==> config.mk <==
export PLATFORM = sky130hd
export DESIGN_NAME = dtr_top
export DESIGN_NICKNAME = d
export VERILOG_FILES = /design/src/dtr_sync.v /design/src/dtr_encoder.v /design/src/dtr_top.v
export VERILOG_INCLUDE_DIRS = /design/src
export SDC_FILE = /design/constraint.sdc
export NUM_CORES = 1
export LEC_CHECK = 0
export BUFFER_PORTS_ARGS = -buffer_cell sky130_fd_sc_hd__buf_2
export CAP_MARGIN = 30
export CORE_MARGIN = 3
export CORE_UTILIZATION = 33
export CTS_CLUSTER_DIAMETER = 60
export DETAILED_ROUTE_END_ITERATION = 8
export SETUP_SLACK_MARGIN = 0.3
export SLEW_MARGIN = 20
export SYNTH_ARGS = -nofsm -noshare
export SYNTH_HDL_FRONTEND = slang
export SYNTH_SLANG_ARGS = --single-unit
==> constraint.sdc <==
create_clock -name sys_clk_in -period 2.6 [get_ports sys_clk_in]
set_clock_uncertainty 0.05 [all_clocks]
set_input_delay 0 -clock sys_clk_in [delete_from_list [all_inputs] [get_ports sys_clk_in]]
set_output_delay 0 -clock sys_clk_in [all_outputs]
set_load 0.05 [all_outputs]
==> src/dtr_consts.vh <==
// Constants for the dual-tone receiver decode and steering block
`ifndef DTR_CONSTS_VH
`define DTR_CONSTS_VH

`define DTR_ADDR_W 12
`define DTR_CTRL_OFS 12'h000
`define DTR_CODE_OFS 12'h004
`define DTR_ISTAT_OFS 12'h008
`define DTR_IMASK_OFS 12'h00c

`define DTR_PWDN_BIT 0
`define DTR_INH_BIT 1
`define DTR_DV_BIT 2
`define DTR_CTRL_RST 3'h1

`define DTR_INT_W 2
`define DTR_INT_TONE_BIT 0
`define DTR_INT_END_BIT 1
`define DTR_IMASK_RST 2'h0

`define DTR_SYNC_STAGES 2

`define DTR_CODE_D 4'h0
`define DTR_CODE_ZERO 4'ha
`define DTR_CODE_STAR 4'hb
`define DTR_CODE_HASH 4'hc
`define DTR_CODE_A 4'hd
`define DTR_CODE_RST 4'h0

`endif

==> src/dtr_sync.v <==
// Two-stage level synchroniser
`timescale 1ns/100ps
`default_nettype none
`include "dtr_consts.vh"

module dtr_sync (
   // Clock and reset
   input wire sys_clk_in,
   input wire rst_in,
   // Level in and out
   input wire level_in,
   output reg level_out
);

   reg meta_reg;

   // First stage feeds only the second
   always @(posedge sys_clk_in or posedge rst_in) begin
      if (rst_in) begin
         meta_reg <= 1'b0;
         level_out <= 1'b0;
      end else begin
         meta_reg <= level_in;
         level_out <= meta_reg;
      end
   end

endmodule // dtr_sync
`default_nettype wire

==> src/dtr_encoder.v <==
// Tone pair to 4-bit code encoder
`timescale 1ns/100ps
`default_nettype none
`include "dtr_consts.vh"

module dtr_encoder (
   // Detector levels, one-hot, bit 0 the lowest tone
   input wire [3:0] low_in,
   input wire [3:0] high_in,
   input wire inhibit_in,
   // Result
   output reg [3:0] code_out,
   output reg pair_ok_out
);

   reg [1:0] row;
   reg [1:0] col;
   reg low_one;
   reg high_one;

   always @* begin
      row = 2'd0;
      col = 2'd0;
      low_one = 1'b1;
      high_one = 1'b1;
      case (low_in)
         4'h1: row = 2'd0;
         4'h2: row = 2'd1;
         4'h4: row = 2'd2;
         4'h8: row = 2'd3;
         default: low_one = 1'b0;
      endcase
      case (high_in)
         4'h1: col = 2'd0;
         4'h2: col = 2'd1;
         4'h4: col = 2'd2;
         4'h8: col = 2'd3;
         default: high_one = 1'b0;
      endcase
      // Twin tones or silence in a group are not a pair
      pair_ok_out = low_one & high_one &
         ~(inhibit_in & (col == 2'd3));
      code_out = `DTR_CODE_D;
      if (col == 2'd3) begin
         code_out = (row == 2'd3) ? `DTR_CODE_D :
            (`DTR_CODE_A + {2'b00, row});
      end else if (row == 2'd3) begin
         case (col)
            2'd0: code_out = `DTR_CODE_STAR;
            2'd1: code_out = `DTR_CODE_ZERO;
            default: code_out = `DTR_CODE_HASH;
         endcase
      end else begin
         code_out = {row, 2'b00} - {2'b00, row} + {2'b00, col} +
            4'h1;
      end
   end

endmodule // dtr_encoder
`default_nettype wire

==> src/dtr_top.v <==
// Dual-tone receiver decode, steering handshake and APB registers
//
// Our own choices: the address map and register access over APB.
`timescale 1ns/100ps
`default_nettype none
`include "dtr_consts.vh"

module dtr_top (
   // Clock and reset
   input wire sys_clk_in,
   input wire rst_in,

   // APB slave
   input wire psel_in,
   input wire penable_in,
   input wire pwrite_in,
   input wire [`DTR_ADDR_W-1:0] paddr_in,
   input wire [31:0] pwdata_in,
   output reg [31:0] prdata_out,
   output reg pready_out,
   output reg pslverr_out,

   // Zero-crossing detector levels, one-hot per group
   input wire [3:0] low_group_in,
   input wire [3:0] high_group_in,

   // Steering network
   input wire steering_sense_in,
   output reg steering_drive_out,

   // Decoded tone
   output reg [3:0] tone_code_out,
   output reg valid_out,

   // Interrupt
   output reg irq_out
);

   localparam [2:0] ST_IDLE = 3'b001;
   localparam [2:0] ST_LATCH = 3'b010;
   localparam [2:0] ST_VALID = 3'b100;
   // Control reset word, so one bit of it can be picked at its own width
   localparam [2:0] CTRL_RST = `DTR_CTRL_RST;

   // Control register fields
   reg rx_power_down_reg;
   reg letter_tone_inhibit_reg;
   reg tone_valid_flag_reg;
   reg tone_valid_flag_next;

   // Interrupt status and mask
   reg [`DTR_INT_W-1:0] int_stat_reg;
   reg [`DTR_INT_W-1:0] int_stat_next;
   reg [`DTR_INT_W-1:0] int_mask_reg;

   // Steering sequence
   reg [2:0] state_reg;
   reg [2:0] state_next;
   reg [3:0] cand_code_reg;
   reg cand_ok_reg;
   reg [3:0] tone_code_next;
   reg valid_next;
   reg drive_next;
   reg ev_tone;
   reg ev_end;

   // Decoder and synchroniser results
   wire [3:0] pair_code;
   wire pair_ok;
   wire sense_sync;

   // Bus decode
   wire setup_ph;
   wire access_wr;
   reg [31:0] rd_mux;
   reg addr_hit;
   wire wr_ctrl;
   wire wr_istat;
   wire wr_imask;

   dtr_encoder u_enc (
      .low_in(low_group_in),
      .high_in(high_group_in),
      .inhibit_in(letter_tone_inhibit_reg),
      .code_out(pair_code),
      .pair_ok_out(pair_ok)
   );

   dtr_sync u_sense_sync (
      .sys_clk_in(sys_clk_in),
      .rst_in(rst_in),
      .level_in(steering_sense_in),
      .level_out(sense_sync)
   );

   // APB: one wait-free access phase, pready raised from the setup cycle
   assign setup_ph = psel_in & ~penable_in;
   assign access_wr = psel_in & penable_in & pready_out & pwrite_in;
   assign wr_ctrl = access_wr & (paddr_in == `DTR_CTRL_OFS);
   assign wr_istat = access_wr & (paddr_in == `DTR_ISTAT_OFS);
   assign wr_imask = access_wr & (paddr_in == `DTR_IMASK_OFS);

   always @* begin
      rd_mux = 32'h0000_0000;
      addr_hit = 1'b1;
      case (paddr_in)
         `DTR_CTRL_OFS: begin
            // Upper control bits always read back as zero
            rd_mux[`DTR_PWDN_BIT] = rx_power_down_reg;
            rd_mux[`DTR_INH_BIT] = letter_tone_inhibit_reg;
            rd_mux[`DTR_DV_BIT] = tone_valid_flag_reg;
         end
         `DTR_CODE_OFS: begin
            rd_mux[3:0] = tone_code_out;
         end
         `DTR_ISTAT_OFS: begin
            rd_mux[`DTR_INT_W-1:0] = int_stat_reg;
         end
         `DTR_IMASK_OFS: begin
            rd_mux[`DTR_INT_W-1:0] = int_mask_reg;
         end
         default: begin
            addr_hit = 1'b0;
         end
      endcase
   end

   always @(posedge sys_clk_in or posedge rst_in) begin
      if (rst_in) begin
         prdata_out <= 32'h0000_0000;
         pready_out <= 1'b0;
         pslverr_out <= 1'b0;
      end else begin
         pready_out <= setup_ph;
         pslverr_out <= setup_ph & ~addr_hit;
         if (setup_ph & ~pwrite_in) begin
            prdata_out <= rd_mux;
         end else if (~psel_in) begin
            prdata_out <= 32'h0000_0000;
         end
      end
   end

   // Control and interrupt mask registers: control bits above 2 have no storage
   always @(posedge sys_clk_in or posedge rst_in) begin
      if (rst_in) begin
         rx_power_down_reg <= CTRL_RST[`DTR_PWDN_BIT];
         letter_tone_inhibit_reg <= 1'b0;
         int_mask_reg <= `DTR_IMASK_RST;
      end else begin
         if (wr_ctrl) begin
            rx_power_down_reg <= pwdata_in[`DTR_PWDN_BIT];
            letter_tone_inhibit_reg <= pwdata_in[`DTR_INH_BIT];
         end
         if (wr_imask) begin
            int_mask_reg <= pwdata_in[`DTR_INT_W-1:0];
         end
      end
   end

   // Steering sequence: drive follows the detected pair, sense decides
   always @* begin
      state_next = state_reg;
      tone_code_next = tone_code_out;
      valid_next = valid_out;
      ev_tone = 1'b0;
      ev_end = 1'b0;
      drive_next = pair_ok & ~rx_power_down_reg;
      case (state_reg)
         ST_IDLE: begin
            valid_next = 1'b0;
            if (sense_sync & cand_ok_reg & ~rx_power_down_reg) begin
               // Code goes out first, valid one cycle later
               tone_code_next = cand_code_reg;
               state_next = ST_LATCH;
            end
         end
         ST_LATCH: begin
            valid_next = 1'b1;
            ev_tone = ~rx_power_down_reg;
            state_next = ST_VALID;
         end
         ST_VALID: begin
            if (~sense_sync | rx_power_down_reg) begin
               valid_next = 1'b0;
               ev_end = ~rx_power_down_reg;
               state_next = ST_IDLE;
            end
         end
         default: begin
            valid_next = 1'b0;
            state_next = ST_IDLE;
         end
      endcase
   end

   always @(posedge sys_clk_in or posedge rst_in) begin
      if (rst_in) begin
         state_reg <= ST_IDLE;
         steering_drive_out <= 1'b0;
         tone_code_out <= `DTR_CODE_RST;
         valid_out <= 1'b0;
         cand_code_reg <= `DTR_CODE_RST;
         cand_ok_reg <= 1'b0;
      end else begin
         state_reg <= state_next;
         steering_drive_out <= drive_next;
         tone_code_out <= tone_code_next;
         valid_out <= valid_next;
         // Remember the last pair that charged the network
         if (drive_next) begin
            cand_code_reg <= pair_code;
            cand_ok_reg <= 1'b1;
         end else if (state_reg == ST_LATCH) begin
            cand_ok_reg <= 1'b0;
         end
      end
   end

   // Flags: a hardware set wins over a software clear in the same cycle
   always @* begin
      tone_valid_flag_next = tone_valid_flag_reg;
      if (wr_ctrl) begin
         tone_valid_flag_next = pwdata_in[`DTR_DV_BIT];
      end
      if (ev_tone) begin
         tone_valid_flag_next = 1'b1;
      end
      int_stat_next = int_stat_reg;
      if (wr_istat) begin
         int_stat_next = int_stat_reg & ~pwdata_in[`DTR_INT_W-1:0];
      end
      if (ev_tone) begin
         int_stat_next[`DTR_INT_TONE_BIT] = 1'b1;
      end
      if (ev_end) begin
         int_stat_next[`DTR_INT_END_BIT] = 1'b1;
      end
   end

   always @(posedge sys_clk_in or posedge rst_in) begin
      if (rst_in) begin
         tone_valid_flag_reg <= 1'b0;
         int_stat_reg <= {`DTR_INT_W{1'b0}};
         irq_out <= 1'b0;
      end else begin
         tone_valid_flag_reg <= tone_valid_flag_next;
         int_stat_reg <= int_stat_next;
         irq_out <= |(int_stat_next & int_mask_reg);
      end
   end

endmodule // dtr_top
`default_nettype wire

* Yosys cells after proc, flatten, opt, wreduce, memory -nomap -nowiden
Cells that the tools add are included.
** Cells by class
- Order comparisons :: 0
- Multiply operators :: 0
- $add $sub $neg :: 4
- Reduce and logical (&&, ||, !) cells :: 10
- Bitwise logic cells :: 25
- Equality and inequality tests :: 20
- Div/mod/pow operators :: 0
- Mux-type cells :: 29
- Shifts and indexed selects :: 0
** Operators by type and width (count)
- $mux 32 :: 2
- $eq 12x4->1 const B :: 2
- $and 1x1->1 :: 15
- $mux 1 :: 14
- $eq 12x3->1 const B :: 1
- $logic_not 12->1 :: 1
- $mux 4 :: 3
- $pmux 2 s3 :: 2
- $reduce_or 4->1 :: 3
- $pmux 3 s3 :: 1
- $eq 4x1->1 const B :: 2
- $eq 4x2->1 const B :: 2
- $eq 4x3->1 const B :: 2
- $eq 4x4->1 const B :: 2
- $pmux 2 s4 :: 1
- $mux 3 :: 2
- $not 1->1 :: 6
- $pmux 3 s2 :: 1
- $add 3x3->4 const A :: 1
- $add 4x1->4 const B :: 1
- $add 4x2->4 :: 1
- $and 2x2->2 :: 2
- $eq 2x2->1 const B :: 2
- $ne 2x2->1 const B :: 2
- other kinds (14) :: 17
** Word-level totals
- Latch bits :: 0
- Word-level logic and storage cells :: 105
- Register bits :: 58
- RAM bits :: 0
- ROM bits :: 0
- Memories :: 0
- Bits of input ports :: 58
- Output and inout bits :: 41

* Depth between registers and ports, before layout
Gate-level depths: netlist of the first run.
- Word-level depth :: 8
- Gate-level depth with buffers :: 11

* Cells and area by module
Synthesis of the first run repeated with hierarchy kept, for this count alone.
** Unflattened totals
- Cell total of the unflattened synthesis :: 190
- Area total of the unflattened synthesis :: 1976.9 um^2
** Modules (own cells, without submodules)
- dtr_top :: cells an instance 131, instances 1, area an instance 1497.7 um^2, sequential area each 703.2 um^2
- dtr_encoder :: cells an instance 56, instances 1, area an instance 425.4 um^2, sequential area each 0.0 um^2
- dtr_sync :: cells an instance 3, instances 1, area an instance 53.8 um^2, sequential area each 50.0 um^2

* Worst setup path before layout of the first run
OpenSTA, ideal clock, no wires.
- Path type :: input -> register
- Start point :: in low_group_in[1]
- End point :: reg cand_code_reg[3]
- Arrival :: 1.804 ns
- Stages on the path :: 9
- Setup slack :: 0.621 ns
- Setup time :: 0.125 ns
- Path through :: xnor2_1 -> or3_1 -> ha_1 -> ha_1 -> fa_1 -> xnor2_1 -> nor3_1 -> a21oi_1 -> mux2_2
** Between the ends
- Longest elaborated chain between the ends :: 7
** RTL lines
- start: declaration :: RTL line dtr_top.v:24 : input wire [3:0] low_group_in,
- $eq 4x4->1, or another cell as far along :: RTL line dtr_encoder.v:26 : case (low_in)
- $pmux 2 s3 :: RTL line dtr_encoder.v:26
- $sub 4x2->4 :: RTL line dtr_encoder.v:54 : code_out = {row, 2'b00} - {2'b00, row} + {2'b00, col} +
- $add 4x2->4 :: RTL line dtr_encoder.v:54
- $add 4x1->4 :: RTL line dtr_encoder.v:54
- $mux 4 :: RTL line dtr_encoder.v:47 : end else if (row == 2'd3) begin
- $mux 4 :: RTL line dtr_encoder.v:44 : if (col == 2'd3) begin
- end signal: assignment :: RTL line dtr_top.v:203 : cand_code_reg <= `DTR_CODE_RST;
- end signal: assignment :: RTL line dtr_top.v:212 : cand_code_reg <= pair_code;
- end: declaration :: RTL line dtr_top.v:59 : reg [3:0] cand_code_reg;
Several ways; a longest one is shown, not always the timed one.
A chain may end at the register's enable or synchronous reset.

* Final worst setup path of the first run
- Start point :: reg rx_power_down_reg
- End point :: reg cand_code_reg[2]
** Between the ends
- Longest elaborated chain between the ends :: 2
** RTL lines
- start: declaration :: RTL line dtr_top.v:46 : reg rx_power_down_reg;
- start signal: assignment :: RTL line dtr_top.v:147 : rx_power_down_reg <= CTRL_RST[`DTR_PWDN_BIT];
- start signal: assignment :: RTL line dtr_top.v:152 : rx_power_down_reg <= pwdata_in[`DTR_PWDN_BIT];
- $not 1->1 :: RTL line dtr_top.v:168 : drive_next = pair_ok & ~rx_power_down_reg;
- $and 1x1->1 :: RTL line dtr_top.v:168
- via drive_next :: RTL line dtr_top.v:63 : reg drive_next;
The timed path passes the listed nets, and every way through them passes these cells.

==> key figures, run 1 <==
Power and ir drop
  • Leak: 1.06 nW
  • Power per Cell Area: 677 nW/um2
  • PnR Total Power: 1.49 mW
  • Maximum VDD drop: 0.451 mV

Placement
  • Routability congestion estimate: 0.741
  • DP HPWL: 2890 um
  • Pre-CTS setup slack: 0.341 ns
  • Inst Count DP: 284
  • Placed inst area: 2030 um2
  • Port buffer count: 41

Route
  • Routed wl met2: 1820 um
  • Drt drc: 0
  • Detailed router's first-iteration violation count: 66
  • Via count: 1368
  • Vias per Instance: 4.54
  • Top Layer Used: met4
  • Drt wl/cell: 12.2 um
  • Post-Route WL: 3670 um
  • DR WL met3: 180 um
  • DR pass1 iterations: 4
  • Post-DRT Antenna Nets: 0
  • WL met1: 1600 um

Run status
  • Status: finished, final reports clean

Clocking
  • CTS H-tree lvls: 2
  • Post-CTS resize count: 0
  • CTS root buffer: clkbuf_8
  • Clock-pin transition on the worst setup and hold timing paths: 0.06 ns
  • CTS Buf Count: 5
  • CTS sink cnt: 30
  • CTS tree: done
  • Postcts setup bufs: 0
  • CTS Buffer Depth: 2
  • Clk_lat worst skew: 0.28 ns

Final layout
  • Final core utilization: 42.4%
  • Finished Cell Area: 2210 um2
  • Layout cell share with drive strength beyond 1: 31.2%
  • Fin cells: 301
  • N_diodes: 0
  • Synthesis-to-finish area growth: 21.2%
  • Nets: 293

GRT
  • First-pass GRT wire length: 5880 um
  • Vias in the first global route: 1257
  • Pin count of the biggest net entering global routing: 31
  • Grt total ovfl: 0
  • Initial antenna violation count: 0
  • Global Route Usage Sum: 11.9%

Synthesis
  • Number of synthesized flops with an enable pin: 0
  • Register area share after synthesis: 41.4%
  • Synth Register Bits: 30
  • Async S/R FF share, synth: 100%
  • Syn avg cell area: 10.6 um2
  • Syn. warnings: 0
  • Synth cell types: 44
  • Cell count after synthesis: 172
  • Ys flop type: dfrtp_1
  • Synthesized area: 1820 um2

Timing
  • Unrepaired setup endpoints after global routing: false
  • F_max: 510 MHz
  • Final Cycle Share: 75.4%
  • Fin crit period: 1.96 ns
  • Final hold vios: 0
  • Max-slew violation count: 0
  • Final WS setup: 0.639 ns
  • Max-Slew Margin vs Limit: 64.6%
  • Final setup vio count: 0
  • Worst Tran Pin Value: 0.532 ns
  • TNS Setup: 0 ns
  • Hold Worst Slack: 0.0122 ns

Floorplan
  • Core footprint: 5200 um2
  • Die X: 80.3 um
  • Initial Utilization: 35.0%
  • I/O pins: 99
  • Die area: 6440 um2
  • Die height: 80.3 um
  • Row Count: 26

Min path
  • Hold Path Class: in -> reg

Critical path
  • Crit-path leading delay family: simple AND/OR/NAND/NOR gates
  • Worst Path Required: 2.72 ns
  • Buf/Inv on CP: 0
  • Worst path arrival time: 2.08 ns
  • Crit Path Max Fanout: 6
  • Worst Setup End Kind: register
  • CP Launch Type: register
  • Crit-path slowest cell: or4_1
  • Crit-path cells: or4_1, a22oi_1, mux2_2
  • Setup CP Type: reg -> reg
  • Slowest stage delay, CP: 0.52 ns

Run
  • Max-cap violations: 0
## synthesized netlist by cell type, types with 3 or more instances
cell	count	area (um2)
buf_4	28	210
dfrtp_1	28	701
inv_1	10	37.5
mux2_2	10	113
o21ai_0	9	45.0
nor2_1	8	30.0
nand3_1	7	35.0
a21oi_1	5	25.0
nand2b_1	5	31.3
xnor2_1	5	43.8
ha_1	4	50.1
nor3_1	4	20.0
nand2_1	3	11.3
nand4_1	3	18.8
o31ai_1	3	22.5
## where the power goes
part / internal (mW) / total (mW) / switching, mW / leakage [nW]
registers: 0.551 / 0.611 / 0.0604 / 0.371
clock network: 0.213 / 0.383 / 0.170 / 0.0482
logic: 0.161 / 0.499 / 0.338 / 0.643
total: 0.925 / 1.49 / 0.569 / 1.06
## worst reg2reg max path, stage by stage, from the launching register on
cell and delay [ns]:
dfstp_2 0.40, or4_1 0.52, a22oi_1 0.48, mux2_2 0.39
## cells in the final DEF, fill, tap and decap left out, types with 3 or more instances in the layout
cell,n
clkbuf_8,6
buf_4,4
dlygate4sd3_1,9
conb_1,28
nand4_1,3
nor2_1,8
buf_2,41
nand2_1,3
nand3_1,7
inv_1,10
mux2_2,10
o21ai_0,9
nor3_1,4
a21oi_1,5
dfrtp_1,28
xnor2_1,5
nand2b_1,5
ha_1,4
o31ai_1,3
## layer usage
layer	global-route usage, %	vias to the layer above
met4	5.57	0
met5	0	-
met2	19.2	42
met3	2.80	6
met1	15.0	650
li1	-	670
## layout make-up
cell class                 count  area, um2
multi-input combinational    129        912
fill                         516       3000
inverter                      10       37.5
tap                           70       87.6
sequential                    30        753
clock buffer                   7       86.3
timing repair buffer          54        325
clock inverter                 1       5.00
## repair_timing
item | CTS | global route
hold buffers | 9 | 0
hold endpoints to repair | 39 | 0
endpoints found under the setup margin | 0 | 0
## cells by family (layout without fill, tap and decap cells)
family	count (synthesis)	in the layout	synth area share (%)
compound gates	27	27	9.48
xor+xnor	7	7	3.37
fa+ha+maj	5	5	3.85
buf+inv	40	72	14.1
flops	30	30	41.4
mux	16	16	11.4
other cells	1	28	0.206
simple gates	46	46	16.2
## final timing paths
kind,from,endpoint,slack (ns),cells after the start
max,rx_power_down_reg$_DFFE_PP1P_,cand_code_reg[2]$_DFFE_PP0P_,0.64,3
min,paddr_in[6],int_stat_reg[1]$_DFF_PP0_,0.01,3
max reg2reg,rx_power_down_reg$_DFFE_PP1P_,cand_code_reg[2]$_DFFE_PP0P_,0.64,3
min reg2reg,u_sense_sync.meta_reg$_DFF_PP0_,u_sense_sync.level_out$_DFF_PP0_,0.30,0
max in group asynchronous,rst_in,rx_power_down_reg$_DFFE_PP1P_,1.91,4
min in group asynchronous,rst_in,valid_out$_DFFE_PP0P_,0.28,4
Power figures use the tool's default switching activity.
==> inputs of run 2 (changes only) <==
==> constraint.sdc (replaced) <==
create_clock -name sys_clk_in -period 1.6 [get_ports sys_clk_in]
set_clock_uncertainty 0.05 [all_clocks]
set_input_delay 0 -clock sys_clk_in [delete_from_list [all_inputs] [get_ports sys_clk_in]]
set_output_delay 0 -clock sys_clk_in [all_outputs]
set_load 0.05 [all_outputs]
==> run 2 against run 1 <==
  * The run now ends with negative setup slack left
  * Clock-buffer cell count grew 1
  * Combinational power rose by 130%
  * Critical path depth rose by 9
  * First-iteration DRC count down 12%
  * Sequential cell count unchanged
  * Sequential share of layout area down 6.3 points
  * Global-route usage increased by 1.4 points
  * Design area rose by 23%
  * Register-to-register slack lost 0.64 ns
  * Total power rose by 87%
  * Sequential power rose by 69%
  * Largest power group is now combinational cells
  * Highest routed layer unchanged
==> key figures, run 2 (synthesis gave the netlist of run 1 again) <==
Final layout
  • Commonest non-fill, non-tap cells in the layout: buf_2, conb_1, dfrtp_1 (unchanged)
  • Fillers: 473 (was 516)
  • Nets: 321 (was 293)
  • Synthesis-to-finish area growth: 49.2% (was 21.2%)
  • Most common cell after layout, fill and taps aside: buf_2 (unchanged)
  • N_diodes: 0 (unchanged)
  • Layout cell share with drive strength beyond 1: 50.6% (was 31.2%)
  • Finished Cell Area: 2720 um2 (was 2210 um2)

Floorplan
  • Core footprint: 5200 um2 (unchanged)
  • Initial Utilization: 35.0% (unchanged)
  • Die area: 6440 um2 (unchanged)
  • I/O pins: 99 (unchanged)
  • Die X: 80.3 um (unchanged)
  • Row Count: 26 (unchanged)
  • Die height: 80.3 um (unchanged)

GRT
  • Initial antenna violation count: 0 (unchanged)
  • Grt total ovfl: 0 (unchanged)
  • Pin count of the biggest net entering global routing: 31 (unchanged)
  • Global Route Usage Sum: 13.4% (was 11.9%)
  • Vias in the first global route: 1389 (was 1257)
  • First-pass GRT wire length: 6640 um (was 5880 um)

Clocking
  • Clk_lat worst skew: 0.27 ns (was 0.28 ns)
  • CTS Buf Count: 5 (unchanged)
  • CTS Buffer Depth: 2 (unchanged)
  • CTS root buffer: clkbuf_8 (unchanged)
  • CTS tree: done (unchanged)
  • Clock-pin transition on the worst setup and hold timing paths: 0.06 ns (about the same)
  • CTS sink cnt: 30 (unchanged)
  • CTS H-tree lvls: 2 (unchanged)

Min path
  • Hold Path Class: in -> reg (unchanged)
  • Hold depth: 4 (was 3)
  • Hold Crit Start: penable_in (was paddr_in[6])
  • Hold EP: prdata_out[0]$_DFFE_PP0P_ (was int_stat_reg[1]$_DFF_PP0_)

Run status
  • Status: finished with violations (was finished, final reports clean)
  • Failing checks: negative setup slack

Critical path
  • Worst Path Required: 1.71 ns (was 2.72 ns)
  • Reg-to-reg startpoint: rx_power_down_reg$_DFFE_PP1P_ (unchanged)
  • Crit Path Max Fanout: 2 (was 6)
  • Worst Setup SP: high_group_in[2] (was rx_power_down_reg$_DFFE_PP1P_)
  • Worst R2R End: cand_code_reg[3]$_DFFE_PP0P_ (was cand_code_reg[2]$_DFFE_PP0P_)
  • Worst path arrival time: 1.86 ns (was 2.08 ns)
  • CP Launch Type: primary input (was register)
  • R2R depth: 4 (was 3)
  • Setup CP Type: in -> reg (was reg -> reg)
  • Worst Setup End Kind: register (unchanged)
  • Reg2Reg Setup Slack: 0 ns (was 0.64 ns)

Timing
  • Final Cycle Share: 110%
  • Final hold vios: 0 (unchanged)
  • Fin crit period: 1.75 ns
  • F_max: 571 MHz
  • Unrepaired setup endpoints after global routing: true (was false)
  • TNS Setup: -0.288 ns (was 0 ns)
  • Max-slew violation count: 0 (unchanged)
  • Final WS setup: -0.152 ns (was 0.639 ns)
  • Hold Worst Slack: 0.0127 ns (was 0.0122 ns)
  • Final setup vio count: 3 (was 0)

Run
  • Max-cap violations: 0 (unchanged)

Route
  • Post-Route WL: 4310 um (was 3670 um)
  • Detailed router's first-iteration violation count: 58 (was 66)
  • Vias per Instance: 4.54 (about the same)
  • DR pass1 iterations: 4 (unchanged)
  • Post-DRT Antenna Nets: 0 (unchanged)
  • Drt drc: 0 (unchanged)
  • Via count: 1493 (was 1368)
  • Drt wl/cell: 13.1 um (was 12.2 um)

Power and ir drop
  • Leak: 1.27 nW (was 1.06 nW)
  • Power per Cell Area: 1030 nW/um2 (was 677 nW/um2)
  • Maximum VDD drop: 0.922 mV (was 0.451 mV)
  • PnR Total Power: 2.79 mW (was 1.49 mW)

Placement
  • DP HPWL: 3030 um (was 2890 um)
  • Port buffer count: 41 (unchanged)
  • Routability congestion estimate: 0.746 (was 0.741)
  • Placed inst area: 2270 um2 (was 2030 um2)
run 2: final cells by class:
cell class / instances / area [um2] / share of cell area (%)
Inverter: 10 / 40.0 / 1.47
Multi-Input combinational cell: 129 / 1150 / 42.4
Clock buffer: 8 / 90.1 / 3.32
Timing Repair Buffer: 82 / 591 / 21.7
Tap cell: 70 / 87.6 / 3.22
Sequential cell: 30 / 757 / 27.9
run 2: power breakdown:
group	switching, mW	internal [mW]	leakage, nW
combinational	0.662	0.486	0.855
sequential	0.126	0.900	0.367
clock	0.265	0.350	0.0455
total	1.05	1.74	1.27
run 2: worst max path at each step:
stage,cells after the start,slack [ns],end
floorplan,11,-0.28,cand_code_reg[3]$_DFFE_PP0P_
global placement,12,-0.44,cand_code_reg[3]$_DFFE_PP0P_
detailed placement,12,-0.46,cand_code_reg[3]$_DFFE_PP0P_
CTS,12,-0.14,cand_code_reg[3]$_DFFE_PP0P_
global route,12,-0.24,cand_code_reg[3]$_DFFE_PP0P_
finish,12,-0.15,cand_code_reg[3]$_DFFE_PP0P_
run 2: worst max-delay path, cell delays in order:
cell and delay (ns):
buf_8 0.11, xnor2_4 0.12, nor3_2 0.18, inv_1 0.10, ha_4 0.28, inv_4 0.03
ha_4 0.14, fa_2 0.33, xnor2_1 0.12, nor3_1 0.13, a21oi_1 0.06, mux2_2 0.26
run 2: timing repair:
item,CTS,global route
gates resized for setup,20,22
setup endpoints to repair,21,23
hold buffers,10,0
endpoints found under the hold margin,40,0
pin swaps,4,9
cloned,0,0
setup buffers,3,5
run 2: metal layers:
| layer | track usage, % | vias up | wire length [um] |
|---|---|---|---|
| met4 | 6.25 | 0 | 85 |
| li1 | - | 728 | - |
| met5 | 0 | - | 0 |
| met1 | 17.3 | 722 | 1790 |
| met2 | 21.7 | 36 | 2280 |
| met3 | 2.24 | 7 | 153 |
run 2: through the flow:
| step | setup slack (ns) | cells | utilization (%) |
|---|---|---|---|
| after floorplan | -0.284 | 199 | - |
| after global placement | -0.436 | 303 | 43.5 |
| after detailed placement | -0.462 | 303 | 43.5 |
| after CTS | -0.138 | 324 | 49.5 |
| after global routing | -0.243 | 329 | 52.2 |
| final | -0.152 | 329 | 52.2 |
==> inputs of run 3 (changes only) <==
--- a/config.mk
+++ b/config.mk
@@ -6,10 +6,10 @@
 export SDC_FILE = /design/constraint.sdc
 export NUM_CORES = 1
 export LEC_CHECK = 0
-export BUFFER_PORTS_ARGS = -buffer_cell sky130_fd_sc_hd__buf_2
+export BUFFER_PORTS_ARGS = -buffer_cell sky130_fd_sc_hd__buf_4
 export CAP_MARGIN = 30
 export CORE_MARGIN = 3
-export CORE_UTILIZATION = 33
+export CORE_UTILIZATION = 25
 export CTS_CLUSTER_DIAMETER = 60
 export DETAILED_ROUTE_END_ITERATION = 8
 export SETUP_SLACK_MARGIN = 0.3
==> run 3 against run 2 <==
  * The flow still finishes with violations (negative setup slack)
  * Sequential power about the same
  * Combinational power is 4% higher
  * Worst hold slack lost 0.0050 ns
  * Total power increased by 1.6%
  * Wire length rose by 2.0%
  * Critical endpoint unchanged
  * Highest routed layer unchanged
==> key figures, run 3 (synthesis gave the netlist of run 1 again) <==
Final layout
  • Most common cell after layout, fill and taps aside: buf_4 (was buf_2)
  • Fin cells: 368 (was 329)
  • Commonest non-fill, non-tap cells in the layout: buf_4, conb_1, dfrtp_1 (was buf_2, conb_1, dfrtp_1)
  • Synthesis-to-finish area growth: 60.5% (was 49.2%)
  • N_diodes: 0 (unchanged)
  • Nets: 334 (was 321)
  • Layout cell share with drive strength beyond 1: 50.4% (was 50.6%)

Timing
  • Final setup vio count: 4 (was 3)
  • Final WS setup: -0.171 ns (was -0.152 ns)
  • Max-slew violation count: 0 (unchanged)
  • TNS Setup: -0.480 ns (was -0.288 ns)
  • Final hold vios: 0 (unchanged)
  • F_max: 565 MHz (was 571 MHz)
  • Hold Worst Slack: 0.00771 ns (was 0.0127 ns)
  • Final Cycle Share: 111% (was 110%)
  • Unrepaired setup endpoints after global routing: true (unchanged)
  • Fin crit period: 1.77 ns (was 1.75 ns)

GRT
  • First-pass GRT wire length: 6910 um (was 6640 um)
  • Global Route Usage Sum: 10.3% (was 13.4%)
  • Met1 track demand over resource: 12.7% (was 17.3%)
  • Pin count of the biggest net entering global routing: 31 (unchanged)
  • Vias in the first global route: 1514 (was 1389)
  • Layer with the highest usage: met2 (unchanged)
  • Met2 Use GR: 16.9% (was 21.7%)
  • Initial antenna violation count: 0 (unchanged)
  • Grt total ovfl: 0 (unchanged)
  • Global routing usage on met3: 3.56% (was 2.24%)

Route
  • Detailed router's first-iteration violation count: 37 (was 58)
  • Drt drc: 0 (unchanged)
  • Post-DRT Antenna Nets: 0 (unchanged)
  • DR pass1 iterations: 4 (unchanged)
  • Drt wl/cell: 11.9 um (was 13.1 um)
  • Vias per Instance: 4.18 (was 4.54)
  • Post-Route WL: 4400 um (was 4310 um)
  • Via count: 1538 (was 1493)

Clocking
  • CTS sink cnt: 30 (unchanged)
  • Clk_lat worst skew: 0.28 ns (was 0.27 ns)
  • CTS tree: done (unchanged)
  • CTS H-tree lvls: 2 (unchanged)
  • CTS root buffer: clkbuf_8 (unchanged)
  • Clock-pin transition on the worst setup and hold timing paths: 0.06 ns (about the same)
  • CTS Buffer Depth: 2 (unchanged)
  • CTS Buf Count: 5 (unchanged)

Placement
  • DP HPWL: 3030 um (about the same)
  • Routability congestion estimate: 0.750 (was 0.746)
  • Inst Count DP: 330 (was 303)
  • Port buffer count: 41 (unchanged)

Floorplan
  • Row Count: 30 (was 26)
  • Die area: 8340 um2 (was 6440 um2)
  • Die X: 91.3 um (was 80.3 um)
  • Die height: 91.3 um (was 80.3 um)
  • Core footprint: 6940 um2 (was 5200 um2)
  • I/O pins: 99 (unchanged)
  • Initial Utilization: 26.2% (was 35.0%)

Power and ir drop
  • Share of power burned in the clock network: 22.0% (was 22.1%)
  • Combinational share of power: 42.3% (was 41.2%)
  • Power Internal: 1.80 mW (was 1.74 mW)
  • Maximum VDD drop: 0.374 mV (was 0.922 mV)
  • Leak: 1.38 nW (was 1.27 nW)
  • Switch Pwr: 1.03 mW (was 1.05 mW)
  • Power per Cell Area: 969 nW/um2 (was 1030 nW/um2)
  • Sequential power share: 35.7% (was 36.8%)
  • Net Sw Frac: 36.5% (was 37.7%)
  • PnR Total Power: 2.83 mW (was 2.79 mW)

Critical path
  • Worst Setup End Kind: register (unchanged)
  • Crit Path Max Fanout: 2 (unchanged)
  • Reg2Reg Setup Slack: 0.02 ns (was 0 ns)
  • CP Launch Type: primary input (unchanged)
  • Worst path arrival time: 1.89 ns (was 1.86 ns)
  • Worst Path Required: 1.71 ns (about the same)
  • Setup CP Type: in -> reg (unchanged)

Run status
  • Status: finished with violations (unchanged)
  • Failing checks: negative setup slack (unchanged)

Min path
  • Hold Path Class: in -> reg (unchanged)

Run
  • Max-cap violations: 0 (unchanged)
## run 3: per-stage QoR
stage          utilization, %  cell area [um2]  setup WS [ns]
2_1_floorplan               -             2030         -0.284
3_3_place_gp             34.9             2420         -0.447
3_5_place_dp             34.9             2420         -0.487
4_1_cts                  40.8             2840        -0.0890
5_1_grt                  42.1             2920         -0.263
6_report                 42.1             2920         -0.171
## run 3: per-layer routing
| metal | share of wire (%) | vias up |
|---|---|---|
| li1 | - | 755 |
| met1 | 43 | 723 |
| met2 | 48 | 55 |
| met3 | 6.7 | 5 |
| met4 | 1.3 | 0 |
| met5 | 0 | - |
## run 3: critical path, cell delays in order
cell and delay [ns]:
buf_6 0.10, xnor2_2 0.12, nor3_2 0.21, inv_1 0.08
ha_1 0.29, inv_2 0.04, ha_4 0.15, fa_2 0.33
xnor2_1 0.13, nor3_1 0.13, a21oi_1 0.06, mux2_4 0.25
## run 3: power by group through the flow
stage | sequential (mW) | clock (mW) | combinational [mW]
finish | 1.01 | 0.623 | 1.20
global route | 1.03 | 0.692 | 1.27
CTS | 1.01 | 0.642 | 1.16
detailed placement | 1.02 | 0 | 1.05
global placement | 1.02 | 0 | 1.03
floorplan | 1.16 | 0 | 0.635
## run 3: cell type report
type	count	area [um2]
Fill cell	678	4020
Multi-Input combinational cell	129	1100
Timing Repair Buffer	95	817
Sequential cell	30	757
Tap cell	96	120
Clock buffer	7	86.3
Inverter	10	37.5
Clock inverter	1	5.00
## run 3: final timing paths
kind,from,end,depth (start not counted)
setup / recovery,high_group_in[2],cand_code_reg[3]$_DFFE_PP0P_,12
hold / removal,pwrite_in,prdata_out[0]$_DFFE_PP0P_,3
setup reg to reg,rx_power_down_reg$_DFFE_PP1P_,cand_code_reg[3]$_DFFE_PP0P_,4
hold reg to reg,u_sense_sync.meta_reg$_DFF_PP0_,u_sense_sync.level_out$_DFF_PP0_,0
max in group asynchronous,rst_in,rx_power_down_reg$_DFFE_PP1P_,4
min in group asynchronous,rst_in,valid_out$_DFFE_PP0P_,4
## run 3: repair_timing
item,CTS,global route
endpoints found under the setup margin,21,22
pin swaps,9,6
endpoints found under the hold margin,40,1
resized for setup,28,8
buffers inserted,11,6
hold buffers,12,1
